**src/ldpbc_pkg.sv**
```systemverilog
// package for the led driver power and brightness control block
// assumes a 50 MHz core clock; every cycle count below is derived from it
package ldpbc_pkg;
  // clock
  localparam int CLK_PERIOD_NS   = 20;            // core clock period
  // single-wire receiver timing
  localparam int WIRE_RESET_NS   = 100000;        // line held high this long clears bit counters
  localparam int WIRE_RESET_CYC  = (WIRE_RESET_NS + CLK_PERIOD_NS - 1) / CLK_PERIOD_NS;  // least time, rounded up
  localparam int WIRE_CNT_W      = 16;            // phase counter width, saturates
  // brightness word
  localparam int CODE_W          = 5;             // code width, bits 4..0
  localparam int CODE_BITS       = 5;             // bits in one word
  localparam logic [4:0] BRIGHT_RESET = 5'h1f;    // full brightness after power-on
  localparam logic [4:0] BRIGHT_OFF   = 5'h00;    // code that turns the leds off
  // soft-start ramp
  localparam int RAMP_W          = 8;             // ramp level width
  localparam logic [7:0] RAMP_TOP = 8'hff;        // ramp end level
  localparam int SS_STEP_NS      = 1000;          // time per ramp step
  localparam int SS_STEP_CYC     = SS_STEP_NS / CLK_PERIOD_NS;  // longest time, rounded down
  // channel headroom detector and mode selector
  localparam int NUM_CHAN        = 3;             // led channels
  localparam int CATH_W          = 8;             // digitised cathode headroom width
  localparam logic [7:0] CATH_LOW_TH  = 8'h20;    // below this the worst channel starves
  localparam logic [7:0] CATH_HIGH_TH = 8'h60;    // above this a lower mode would do
  localparam int MODE_DWELL_NS   = 10000;         // condition must persist this long to switch
  localparam int MODE_DWELL_CYC  = MODE_DWELL_NS / CLK_PERIOD_NS;
  localparam int DWELL_W         = 12;            // dwell counter width

  typedef enum logic [1:0] {MODE_LINEAR, MODE_PUMP_3_2, MODE_PUMP_2_1} ldpbc_mode_t;
  typedef enum logic [1:0] {SS_OFF, SS_RAMP, SS_RUN} ldpbc_ss_t;
endpackage : ldpbc_pkg

```
**src/ldpbc_wire_rx.sv**
```systemverilog
// single-wire brightness word receiver
// assumes lineSync is already synchronised to clk; idle line is high
`timescale 1ns/100ps
module ldpbc_wire_rx
  import ldpbc_pkg::*;
#(
  parameter int RESET_CYC = ldpbc_pkg::WIRE_RESET_CYC
) (
  input  wire logic                          clk,
  input  wire logic                          sys_rst,
  input  wire logic                          lineSync,
  output logic                               wordValid,
  output logic [ldpbc_pkg::CODE_W-1:0]       wordCode
);
  logic                  linePrev_reg;     // line one cycle ago
  logic                  lineFall;         // falling edge seen
  logic                  lineRise;         // rising edge seen
  logic [WIRE_CNT_W-1:0] lowCnt_reg;       // cycles low in current bit
  logic [WIRE_CNT_W-1:0] highCnt_reg;      // cycles high since last fall
  logic                  wireReset;        // long high: clear counters
  logic                  inBit_reg;        // a bit period is open
  logic [2:0]            bitCnt_reg;       // bits decided so far
  logic [CODE_W-1:0]     shift_reg;        // collected bits
  logic                  latched_reg;      // word already handed on
  logic                  bitVal;           // decided bit value

  assign lineFall  = linePrev_reg & ~lineSync;
  assign lineRise  = ~linePrev_reg & lineSync;
  assign wireReset = (highCnt_reg >= WIRE_CNT_W'(RESET_CYC));
  assign bitVal    = (highCnt_reg > lowCnt_reg);

  // edge history; reset high so an idle line shows no edge
  always_ff @(posedge clk or posedge sys_rst) begin
    if (sys_rst) linePrev_reg <= 1'b1;
    else         linePrev_reg <= lineSync;
  end

  // phase timers on the core clock, saturating so long phases stay safe
  always_ff @(posedge clk or posedge sys_rst) begin
    if (sys_rst) begin
      lowCnt_reg  <= '0;
      highCnt_reg <= '0;
    end else if (lineFall) begin
      lowCnt_reg  <= WIRE_CNT_W'(1);
      highCnt_reg <= '0;
    end else if (lineSync) begin
      if (~&highCnt_reg) highCnt_reg <= highCnt_reg + 1'b1;
    end else begin
      if (~&lowCnt_reg) lowCnt_reg <= lowCnt_reg + 1'b1;
    end
  end

  // each fall closes the previous bit; lsb arrives first
  always_ff @(posedge clk or posedge sys_rst) begin
    if (sys_rst) begin
      inBit_reg  <= 1'b0;
      bitCnt_reg <= '0;
      shift_reg  <= '0;
    end else if (lineFall) begin
      // the high timer still holds the idle count on the first fall of a word,
      // so a pending line reset clears the counters here instead of eating the fall
      inBit_reg <= 1'b1;
      if (wireReset) begin
        bitCnt_reg <= '0;
      end else if (inBit_reg && bitCnt_reg < 3'(CODE_BITS)) begin
        shift_reg[bitCnt_reg] <= bitVal;
        bitCnt_reg            <= bitCnt_reg + 1'b1;
      end
    end else if (wireReset) begin
      inBit_reg  <= 1'b0;
      bitCnt_reg <= '0;
    end
  end

  // hand over once at the rise after the fifth bit; extra bits ignored
  always_ff @(posedge clk or posedge sys_rst) begin
    if (sys_rst) begin
      wordValid   <= 1'b0;
      wordCode    <= '0;
      latched_reg <= 1'b0;
    end else begin
      wordValid <= 1'b0;
      if (wireReset) begin
        latched_reg <= 1'b0;
      end else if (lineRise && bitCnt_reg == 3'(CODE_BITS) && !latched_reg) begin
        wordValid   <= 1'b1;
        wordCode    <= shift_reg;
        latched_reg <= 1'b1;
      end
    end
  end
endmodule : ldpbc_wire_rx

```
**src/ldpbc_ctrl.sv**
```systemverilog
// power-up, soft-start, brightness and pump-mode control of the led driver
// assumes enable and data pins are asynchronous; cathode headroom codes come
// from an on-clock converter, one code per channel
`timescale 1ns/100ps
module ldpbc_ctrl
  import ldpbc_pkg::*;
#(
  parameter int RESET_CYC = ldpbc_pkg::WIRE_RESET_CYC,
  parameter int NCH       = ldpbc_pkg::NUM_CHAN
) (
  input  wire logic                                clk,
  input  wire logic                                sys_rst,
  input  wire logic                                enablePin,
  input  wire logic                                dataPin,
  input  wire logic [NCH-1:0][ldpbc_pkg::CATH_W-1:0] chanHeadroom,
  output logic [ldpbc_pkg::CODE_W-1:0]             brightnessCode,
  output logic                                     ledCurrentOn,
  output logic                                     powerUpRequest,
  output logic                                     lowPower,
  output logic                                     softStartActive,
  output logic [ldpbc_pkg::RAMP_W-1:0]             rampLevel,
  output ldpbc_pkg::ldpbc_mode_t                   pumpMode,
  output logic [1:0]                               worstChannel,
  output logic [ldpbc_pkg::CATH_W-1:0]             worstHeadroom
);
  import ldpbc_pkg::*;

  logic                  enMeta_reg;        // enable synchroniser, first stage
  logic                  enSync_reg;        // enable synchroniser, second stage
  logic                  enPrev_reg;        // enable one cycle ago
  logic                  dataMeta_reg;      // data synchroniser, first stage
  logic                  dataSync_reg;      // data synchroniser, second stage
  logic                  enRise;            // enable went high
  logic                  enFall;            // enable went low
  logic                  wordValid;         // new command word
  logic [CODE_W-1:0]     wordCode;          // its code
  logic                  powerUp_reg;       // internal power-up request
  logic                  powerPrev_reg;     // request one cycle ago
  ldpbc_ss_t             ssState_reg;       // soft-start state
  logic [15:0]           ssTick_reg;        // cycles within one ramp step
  logic [DWELL_W-1:0]    upCnt_reg;         // cycles headroom has been short
  logic [DWELL_W-1:0]    downCnt_reg;       // cycles headroom has been ample
  logic [CATH_W-1:0]     minHead;           // smallest headroom this cycle
  logic [1:0]            minIdx;            // channel that owns it

  assign enRise         = enSync_reg & ~enPrev_reg;
  assign enFall         = ~enSync_reg & enPrev_reg;
  assign powerUpRequest = powerUp_reg;

  // two-flop synchronisers; nothing reads the first stage but the second
  always_ff @(posedge clk or posedge sys_rst) begin
    if (sys_rst) begin
      enMeta_reg   <= 1'b0;
      enSync_reg   <= 1'b0;
      enPrev_reg   <= 1'b0;
      dataMeta_reg <= 1'b1;
      dataSync_reg <= 1'b1;
    end else begin
      enMeta_reg   <= enablePin;
      enSync_reg   <= enMeta_reg;
      enPrev_reg   <= enSync_reg;
      dataMeta_reg <= dataPin;
      dataSync_reg <= dataMeta_reg;
    end
  end

  // serial word receiver
  ldpbc_wire_rx #(
    .RESET_CYC (RESET_CYC)
  ) u_rx (
    .clk       (clk),
    .sys_rst   (sys_rst),
    .lineSync  (dataSync_reg),
    .wordValid (wordValid),
    .wordCode  (wordCode)
  );

  // brightness code: full scale after power-on, then last received word
  always_ff @(posedge clk or posedge sys_rst) begin
    if (sys_rst)        brightnessCode <= BRIGHT_RESET;
    else if (wordValid) brightnessCode <= wordCode;
  end

  // power-up request; starts low so enable low at power-on stays asleep.
  // an enable edge outranks a word landing in the same cycle
  always_ff @(posedge clk or posedge sys_rst) begin
    if (sys_rst)        powerUp_reg <= 1'b0;
    else if (enRise)    powerUp_reg <= 1'b1;
    else if (enFall)    powerUp_reg <= 1'b0;
    else if (wordValid) powerUp_reg <= (wordCode != BRIGHT_OFF);
  end

  // low-power flag follows the request; current-enable follows it only while the brightness code is non-zero
  always_ff @(posedge clk or posedge sys_rst) begin
    if (sys_rst) begin
      lowPower      <= 1'b1;
      ledCurrentOn  <= 1'b0;
      powerPrev_reg <= 1'b0;
    end else begin
      lowPower      <= ~powerUp_reg;
      ledCurrentOn  <= powerUp_reg && (brightnessCode != BRIGHT_OFF);
      powerPrev_reg <= powerUp_reg;
    end
  end

  // soft-start: linear ramp of the pump target, restarted on each power-up
  always_ff @(posedge clk or posedge sys_rst) begin
    if (sys_rst) begin
      ssState_reg     <= SS_OFF;
      ssTick_reg      <= '0;
      rampLevel       <= '0;
      softStartActive <= 1'b0;
    end else if (!powerUp_reg) begin
      ssState_reg     <= SS_OFF;
      ssTick_reg      <= '0;
      rampLevel       <= '0;
      softStartActive <= 1'b0;
    end else begin
      unique case (ssState_reg)
        SS_OFF: begin
          ssState_reg     <= SS_RAMP;
          ssTick_reg      <= '0;
          rampLevel       <= '0;
          softStartActive <= 1'b1;
        end
        SS_RAMP: begin
          if (ssTick_reg == 16'(SS_STEP_CYC - 1)) begin
            ssTick_reg <= '0;
            if (rampLevel == RAMP_TOP) begin
              ssState_reg     <= SS_RUN;
              softStartActive <= 1'b0;
            end else begin
              rampLevel <= rampLevel + 1'b1;
            end
          end else begin
            ssTick_reg <= ssTick_reg + 1'b1;
          end
        end
        SS_RUN: begin
          softStartActive <= 1'b0;
        end
      endcase
    end
  end

  // find the channel with least cathode headroom, the one needing most voltage
  always_comb begin
    minHead = chanHeadroom[0];
    minIdx  = 2'd0;
    for (int i = 1; i < NCH; i++) begin
      if (chanHeadroom[i] < minHead) begin
        minHead = chanHeadroom[i];
        minIdx  = 2'(i);
      end
    end
  end

  // register the detector result; it is the pump regulation feedback
  always_ff @(posedge clk or posedge sys_rst) begin
    if (sys_rst) begin
      worstHeadroom <= '0;
      worstChannel  <= '0;
    end else begin
      worstHeadroom <= minHead;
      worstChannel  <= minIdx;
    end
  end

  // dwell counters: two thresholds plus a persistence time give hysteresis,
  // so the selector cannot chatter at a single trip point
  always_ff @(posedge clk or posedge sys_rst) begin
    if (sys_rst) begin
      upCnt_reg   <= '0;
      downCnt_reg <= '0;
    end else if (ssState_reg != SS_RUN || upCnt_reg == DWELL_W'(MODE_DWELL_CYC - 1)
                 || downCnt_reg == DWELL_W'(MODE_DWELL_CYC - 1)) begin
      upCnt_reg   <= '0;
      downCnt_reg <= '0;
    end else begin
      upCnt_reg   <= (worstHeadroom < CATH_LOW_TH)  ? upCnt_reg + 1'b1   : '0;
      downCnt_reg <= (worstHeadroom > CATH_HIGH_TH) ? downCnt_reg + 1'b1 : '0;
    end
  end

  // pump mode selector, one step at a time, held linear until ramp done
  always_ff @(posedge clk or posedge sys_rst) begin
    if (sys_rst) begin
      pumpMode <= MODE_LINEAR;
    end else if (ssState_reg != SS_RUN) begin
      pumpMode <= MODE_LINEAR;
    end else if (upCnt_reg == DWELL_W'(MODE_DWELL_CYC - 1)) begin
      unique case (pumpMode)
        MODE_LINEAR:   pumpMode <= MODE_PUMP_3_2;
        MODE_PUMP_3_2: pumpMode <= MODE_PUMP_2_1;
        MODE_PUMP_2_1: pumpMode <= MODE_PUMP_2_1;
        default:       pumpMode <= MODE_LINEAR;  // illegal code recovers
      endcase
    end else if (downCnt_reg == DWELL_W'(MODE_DWELL_CYC - 1)) begin
      unique case (pumpMode)
        MODE_PUMP_2_1: pumpMode <= MODE_PUMP_3_2;
        MODE_PUMP_3_2: pumpMode <= MODE_LINEAR;
        MODE_LINEAR:   pumpMode <= MODE_LINEAR;
        default:       pumpMode <= MODE_LINEAR;
      endcase
    end
  end
endmodule : ldpbc_ctrl

```
**config.mk**
```make
export PLATFORM = sky130hd
export DESIGN_NAME = ldpbc_ctrl
export DESIGN_NICKNAME = d
export VERILOG_FILES = /design/src/ldpbc_pkg.sv /design/src/ldpbc_wire_rx.sv /design/src/ldpbc_ctrl.sv
export SDC_FILE = /design/constraint.sdc
export NUM_CORES = 1
export LEC_CHECK = 0
export BUFFER_PORTS_ARGS = -buffer_cell sky130_fd_sc_hd__buf_4
export CAP_MARGIN = 20
export CORE_MARGIN = 8
export CORE_UTILIZATION = 39
export DETAILED_ROUTE_END_ITERATION = 8
export PLACE_DENSITY = 0.57
export SLEW_MARGIN = 20
export SYNTH_ARGS = -nofsm -noshare
export SYNTH_HDL_FRONTEND = slang
export SYNTH_HIERARCHICAL = 1
export SYNTH_SLANG_ARGS = --single-unit
export TNS_END_PERCENT = 1
```
**constraint.sdc**
```tcl
create_clock -name clk -period 4.85 [get_ports clk]
set_input_delay 0.2425 -clock clk [delete_from_list [all_inputs] [get_ports clk]]
set_output_delay 0.2425 -clock clk [all_outputs]
set_load 0.05 [all_outputs]
```
-- After elaboration in Yosys (flattened, before gate mapping)
Index checks and enable logic that the tools add are counted.
- add/subtract/negate cells: 7
- magnitude comparators: 9
- equality and inequality tests: 17
- multiplexer cells: 50
- bitwise logic cells: 10
- reductions and logical operators: 29
- operator list (kind ; number):
    $mux 16 ; 8
    $add 16x1->16 const B ; 3
    $mux 12 ; 4
    $mux 8 ; 5
    $pmux 16 s2 ; 1
    $reduce_and 16->1 ; 2
    $add 12x1->12 const B ; 2
    $eq 12x9->1 const B ; 2
    $eq 16x6->1 const B ; 1
    $ge 16x13->1 const B ; 1
    $gt 16x16->1 ; 1
    $lt 8x8->1 ; 2
    $pmux 8 s2 ; 1
    $mux 1 ; 15
    $mux 2 ; 7
    $mux 3 ; 4
    $reduce_and 2->1 ; 5
    $reduce_bool 5->1 ; 2
    $ne 3x3->1 const B ; 3
    $reduce_and 3->1 ; 3
    $add 8x1->8 const B ; 1
    $eq 8x8->1 const B ; 1
    $gt 8x7->1 const B ; 1
    $lt 8x6->1 const B ; 1
    23 further kinds ; 46
- bits in registers: 125
- input bits: 28
- output and inout port bits: 29
- logic and storage cells: 149

-- Logic depth before layout (Yosys ltp)
Gate-level depths: netlist (run 1).
- word-level depth: 6
- gate-level depth with buffers: 14
- gate-level depth less buffers: 13

-- Cells and area by module
Netlist (run 1), hierarchy kept.
- by module, submodules not included (module ; instances ; cells an instance ; area each (um^2)):
    ldpbc_ctrl ; 1 ; 406 ; 3986.3
    ldpbc_wire_rx ; 1 ; 298 ; 2904.0

-- Least setup slack after synthesis (run 1)
No wires, ideal clock.
- kind: in2reg
- start point: in chanHeadroom[1] (netlist name)
- end point: reg worstHeadroom[1] (netlist name)
- data arrival time: 3.110 ns
- data required time: 4.771 ns
- path slack: 1.660 ns
- cell stages on the path: 13
- path buffers: 1
- cells stage by stage: inv_1 ha_1 a2111o_1 a21oi_2 buf_2 nor2_1 a21oi_2 ha_1 a21o_1 a21o_1 a221o_1 a31oi_4 mux2i_1
- longest elaborated chain between the ends: 4
- ends and longest elaborated chain (what ; line ; text):
    from (decl) ; ldpbc_ctrl.sv:15 ; input wire logic [NCH-1:0][ldpbc_pkg::CATH_W-1:0] chanHeadroom,
    $lt 8x8->1 ; ldpbc_ctrl.sv:151 ; if (chanHeadroom[i] < minHead) begin
    $mux 8 (*) ; ldpbc_ctrl.sv:151 ;
    $lt 8x8->1 ; ldpbc_ctrl.sv:151 ;
    $mux 8 (*) ; ldpbc_ctrl.sv:151 ;
    via minHead[1] ; ldpbc_ctrl.sv:43 ; logic [CATH_W-1:0] minHead;
    to (signal assigned) ; ldpbc_ctrl.sv:164 ; worstHeadroom <= minHead;
    to (decl) ; ldpbc_ctrl.sv:24 ; output logic [ldpbc_pkg::CATH_W-1:0] worstHeadroom
The timed path passes the listed nets; every way through them passes the cells marked *.
A chain may end at the register's enable or synchronous reset.

-- Worst setup path after layout (run 1)
- start point: in chanHeadroom[1] (netlist name)
- end point: reg worstHeadroom[5] (netlist name)
The elaborated chain is that of the path after synthesis.

==> metrics, run 1 <==
Yosys cell types 69; area of the mapped netlist 0.00689 mm^2; number of CTS-inserted buffers 17; Synth top area share 42.1%; maximum resistive drop on vdd 268 uV; CP max FO 17; RSZ-0062 raised after global routing no; most frequently used flop master after synthesis dfrtp_1; # rows 48; sequential element share of the synthesized area 45.6%; share of post-route cells with drive strength above 1 15.8%; Setup CP Type input pin to flip-flop; NumNets Final 841; Total Wirelength 14.8 mm; initial drt markers 291; die height 149 um; Starting Density 39.8%; P&R area growth vs syn 18.7%; Clock Sinks 125; GRT Overall Usage 13.9%; MaxCap Viol Count 0; post_cts resized 0; element type at the critical path start input pin; Pre-antenna DRT Iters 5; count of pins over their slew limit 0; ys async rst share 100%; initial antenna violation count 0; remaining antenna violation count 0; pwr dens 399 mW/mm^2; yosys warns 6; ANT cells 0; Horiz. Die Dim 149 um; Final Hold Fails 0; CP max stage cell a21oi_2; final hold slack 0.0859 ns; CORE AREA 0.0173 mm^2; total negative slack 0 ns; Area contributors post-synth dfrtp_1 42%, ha_1 8.5%, nor2_1 4.8%, dfstp_2 3.4%, xnor2_1 3.4%; min Tclk post-route 3.26 ns; arrival time worst endpoint 3.59 ns; worst stage delay on the critical path 0.60 ns; clock-pin slew on the worst setup and hold paths 0.05 ns; largest net degree at the start of global routing 64; CP Capture Type flip-flop; status completed; CTS max path bufs 2; Final Skew 0.00650 ns; Crit path required time 5.18 ns; Max Clock Freq 306 MHz; crit-path cells buf_4, inv_1, ha_1, a2111o_1, a21oi_2, nor2_1, a21oi_2, ha_1, a21o_1, a21o_1, a221o_1, a31oi_4, mux2i_1; Post-Syn Nets 779; Final GP Congestion 0.810; Leak 3.75 nW; commonest cells in the netlist 116 x dfrtp_1, 89 x nor2_1, 54 x nand2_1, 53 x inv_1, 47 x ha_1; final period utilization 67.3%; Routed WL per cell 14.7 um; EDFF count, synth 0; vias after detailed routing 5235; Mapped Avg Cell Area 9.79 um^2; vias in the first global route 5231; Boundary Pins 57; synthesized flop and latch total 125; Worst Tran Pin Value 0.889 ns; DRC violations left 0; postcts setup bufs 0; Port-buffer cells 56; Slew HR 40.7%; cell taking the most area after synthesis dfrtp_1; CTS tree done; Worst Hold Class input pin to flip-flop; Cells after Synth 704; Clk Latency, worst-skew pair 0.42 ns; dpl hpwl 10.6 mm; Final setup viols 0; hold-fix buffer count after cts 3; DIE AREA 0.0222 mm^2; count leader, synth dfrtp_1; Via density 5.21; global route overflow 0; first-pass GRT wire length 25.2 mm; CTS H-tree lvls 4; CTS Root Cell clkbuf_16; fin util 47.3%
[area by class of cell]
class | instances | area, um^2
clock inverters | 11 | 140
fillers | 1616 | 9110
clock buffers | 21 | 470
repair buffers | 61 | 465
inverters | 53 | 200
multi-input cells | 508 | 3480
well taps | 225 | 282
flip-flops and latches | 125 | 3140
[layer usage]
metal	track usage, %	wire length (um)	part of all wire [%]
met1	17.6	6900	47
met2	22.3	6990	47
met3	3.37	643	4.4
met4	5.45	242	1.6
met5	0	0	0
[metrics by stage]
step                      power (W)  setup WS (ns)  std cells  area (um^2)
final                       0.00327           1.59       1004         8180
after global routing        0.00344           1.35       1004         8180
after CTS                   0.00331           1.61       1004         8170
after detailed placement    0.00199           1.18        969         7530
after global placement      0.00197           1.32        969         7530
after floorplan             0.00177           1.66        704         6890
[cells in the final DEF, fill, tap and decap left out, types with 3 or more instances in the layout]
| cell | instances |
|---|---|
| and2_1 | 6 |
| inv_1 | 51 |
| dfrtp_1 | 116 |
| nor4_1 | 3 |
| nor3_1 | 10 |
| a21oi_1 | 36 |
| xnor2_1 | 27 |
| mux2_1 | 7 |
| a21o_1 | 5 |
| mux2_2 | 9 |
| nor2b_1 | 4 |
| or3_1 | 8 |
| and3_1 | 18 |
| or4_1 | 3 |
| nand2b_1 | 4 |
| o21ai_1 | 5 |
| buf_4 | 58 |
| ha_1 | 47 |
| dlygate4sd3_1 | 3 |
| a21oi_2 | 4 |
| nor2_1 | 89 |
| nand2_1 | 54 |
| nand3_1 | 27 |
| clkbuf_8 | 3 |
| bufinv_16 | 3 |
| nand4_1 | 24 |
| and4_1 | 8 |
| mux2i_1 | 16 |
| o21ai_0 | 20 |
| dfstp_2 | 9 |
| clkinv_2 | 6 |
| nor4b_1 | 4 |
| clkbuf_16 | 17 |
| xor2_1 | 22 |
[critical path, delay by kind of cell]
kind	cells	cell delay [ns]
buffers and inverters	2	0.17
adders and majority gates	2	0.49
muxes	1	0.26
AOI/OAI and AO/OA	7	2.30
and+or+nand+nor	1	0.11
[final timing paths]
path / endpoint / start / slack [ns] / cells past startpoint
worst max-delay path: worstHeadroom[5] / chanHeadroom[1] / 1.59 / 13
worst min-delay path: worstHeadroom[2] / chanHeadroom[18] / 0.09 / 3
worst max register to register: u_rx/wordCode[2] / u_rx/highCnt_reg[4] / 2.11 / 5
worst min register to register: enSync_reg / enMeta_reg / 0.35 / 0
max in group asynchronous: downCnt_reg[10] / sys_rst / 3.42 / 4
min in group asynchronous: enPrev_reg / sys_rst / 0.35 / 3
[kinds of logic after synthesis]
logic type / synth area share (%)
flip-flops: 45.6
XOR/XNOR: 6.23
multiplexers: 4.94
adder cells (fa/ha/maj): 8.53
AND/OR/NAND/NOR: 20.1
AO/OA/AOI/OAI: 10.6
buffers and inverters: 4.05
[report_power, final]
group	switching [W]	internal [W]	leakage, nW
clock network	0.000451	0.000845	0.303
logic	0.000436	0.000256	1.80
registers	0.000111	0.00117	1.65
Note: power is estimated with default switching activity, not from simulation.
==> inputs of run 2 (changes only) <==
Settings changed: PLACE_DENSITY 0.57 to 0.59.
Clock period 4.85 ns to 2.7 ns, I/O delays scaled along.
==> run 2 against run 1 <==
Compared with the run above: setup slack worse by 1.4 ns; design area is 5.1% higher; sequential share of layout area is 1.9 points lower; critical path depth is 2 higher; critical path type unchanged; largest power group is now registers; highest routed layer unchanged.
==> metrics, run 2 (synthesis results as in run 1) <==
status completed; arrival time worst endpoint 2.88 ns (-0.71 ns); vias in the first global route 5563 (+6.3%); commonest cells after routing, fill and taps aside 116 x dfrtp_1, 96 x buf_4, 88 x nor2_1; internal power 0.00411 W (+81%); global route overflow 0 (unchanged); RSZ-0062 raised after global routing no; Total Wirelength 15.3 mm (+3.3%); Pre-antenna DRT Iters 4 (-1); Leak 3.98 nW (+6.1%); share of post-route cells with drive strength above 1 20.0% (+4.2 points); crit-path cells buf_4, inv_8, ha_4, a2111o_1, a21oi_4, buf_12, nor2_4, a21oi_2, ha_1, a21o_1, a21o_1, a221o_1, a31oi_4, buf_12, mux2i_1; Crit path required time 3.04 ns (-2.14 ns); Clk Latency, worst-skew pair 0.42 ns (about the same); Port-buffer cells 56 (unchanged); element type at the critical path start input pin; MaxCap Viol Count 0 (unchanged); CORE AREA 0.0173 mm^2 (unchanged); Boundary Pins 57 (unchanged); initial antenna violation count 1 (+1); Via density 5.20 (-0.28%); Flop pwr share 38.7% (-0.4 points); CP max FO 8 (-9); Final GP Congestion 0.852 (+5.3%); Setup CP Type input pin to flip-flop; clock power share 38.5% (-1.2 points); CP Capture Type flip-flop; remaining antenna violation count 0 (unchanged); DIE AREA 0.0222 mm^2 (unchanged); first-pass GRT wire length 26.3 mm (+4.4%); Final setup viols 0 (unchanged); min Tclk post-route 2.54 ns; commonest non-fill, non-tap cell in the layout dfrtp_1; count of pins over their slew limit 0 (unchanged); Final Hold Fails 0 (unchanged); CTS H-tree lvls 4 (unchanged); NumNets Final 889 (+5.7%); Horiz. Die Dim 149 um (unchanged); die height 149 um (unchanged); CP max stage cell a2111o_1; Worst Hold Class input pin to flip-flop; CTS tree done; Starting Density 39.8% (unchanged); GRT Overall Usage 14.4% (+0.59 points); CTS Root Cell clkbuf_16; worst stage delay on the critical path 0.41 ns (-0.19 ns); final setup margin 0.158 ns (-1.43 ns); P&R area growth vs syn 24.8%; Max Clock Freq 393 MHz; pwr dens 687 mW/mm^2 (+72%); power after layout 0.00591 W (+81%); vias after detailed routing 5475 (+4.6%); initial drt markers 373 (+28%); # rows 48 (unchanged); dpl hpwl 11.2 mm (+5.6%); total negative slack 0 ns (unchanged); Slew HR 42.6% (+1.9 points); clock-pin slew on the worst setup and hold paths 0.05 ns (about the same); combinational share of power 22.8% (+1.6 points); largest net degree at the start of global routing 50 (-22%); Final Skew 0.00577 ns (-0.000728 ns); P_sw 0.00180 W (+80%); Worst Setup Slack post-DPL -0.368 ns (-1.55 ns); final period utilization 94.1%; Worst Tran Pin Value 0.860 ns (-0.0288 ns); Sw Share 30.5% (-0.097 points); Routed WL per cell 14.5 um (-1.5%); maximum resistive drop on vdd 561 uV (+110%); Clock Sinks 125 (unchanged); DRC violations left 0 (unchanged); number of CTS-inserted buffers 17 (unchanged); CTS max path bufs 2 (unchanged)
[run 2: path summary, 6_finish.rpt]
path                                      to  depth (start not counted)  slack [ns]           startpoint
min in group asynchronous   u_rx/wordCode[2]                          3        0.45              sys_rst
setup reg to reg           u_rx/shift_reg[2]                          5        0.27  u_rx/highCnt_reg[6]
max in group asynchronous     downCnt_reg[2]                          4        1.45              sys_rst
hold / removal              worstHeadroom[1]                          4        0.18      chanHeadroom[9]
setup / recovery            worstHeadroom[7]                         15        0.16      chanHeadroom[1]
hold reg to reg                 dataSync_reg                          0        0.35         dataMeta_reg
[run 2: per-layer routing]
| layer | vias to the layer above | track usage, % | routed length [um] | share of wire [%] |
|---|---|---|---|---|
| li1 | 2688 | - | - | - |
| met4 | 0 | 5.96 | 289 | 1.9 |
| met2 | 90 | 23.8 | 7530 | 49 |
| met1 | 2676 | 17.7 | 6860 | 45 |
| met3 | 21 | 3.58 | 583 | 3.8 |
| met5 | - | 0 | 0 | 0 |
[run 2: critical path, delay by kind of cell]
kind,cells,cell delay (ns)
AOI/OAI and AO/OA,7,1.60
buffers and inverters,4,0.47
adders and majority gates,2,0.44
muxes,1,0.19
and+or+nand+nor,1,0.04
[run 2: layout make-up]
class | count | area (um^2)
Inverter | 53 | 208
Fill cell | 1598 | 8700
Multi-Input combinational cell | 508 | 3510
Clock buffer | 20 | 447
Tap cell | 225 | 282
Antenna cell | 1 | 2.50
Timing Repair Buffer | 109 | 871
Sequential cell | 125 | 3140
Clock inverter | 12 | 144
[run 2: power by group through the flow]
stage / Sequential [W] / Clock, W / Combinational [W]
finish: 0.00229 / 0.00227 / 0.00135
global placement: 0.00231 / 0 / 0.00130
global route: 0.00233 / 0.00240 / 0.00148
CTS: 0.00229 / 0.00232 / 0.00135
floorplan: 0.00254 / 0 / 0.000652
detailed placement: 0.00232 / 0 / 0.00133
[run 2: timing repair]
action | 4_1_cts | 5_1_grt
gates resized for setup | 0 | 2
setup endpoints to repair | 0 | 7
buffers inserted | 0 | 2
hold buffers | 11 | 0
endpoints found under the hold margin | 37 | 0
[run 2: metrics by stage]
stage	area (um^2)	hold WS, ns	utilization, %	instances
final	8600	0.184	49.7	1053
after global routing	8600	0.187	49.7	1053
after CTS	8560	0.170	49.5	1050
after detailed placement	7860	0.246	45.4	1007
after global placement	7860	0.245	45.4	1007
after floorplan	6930	0.139	-	704
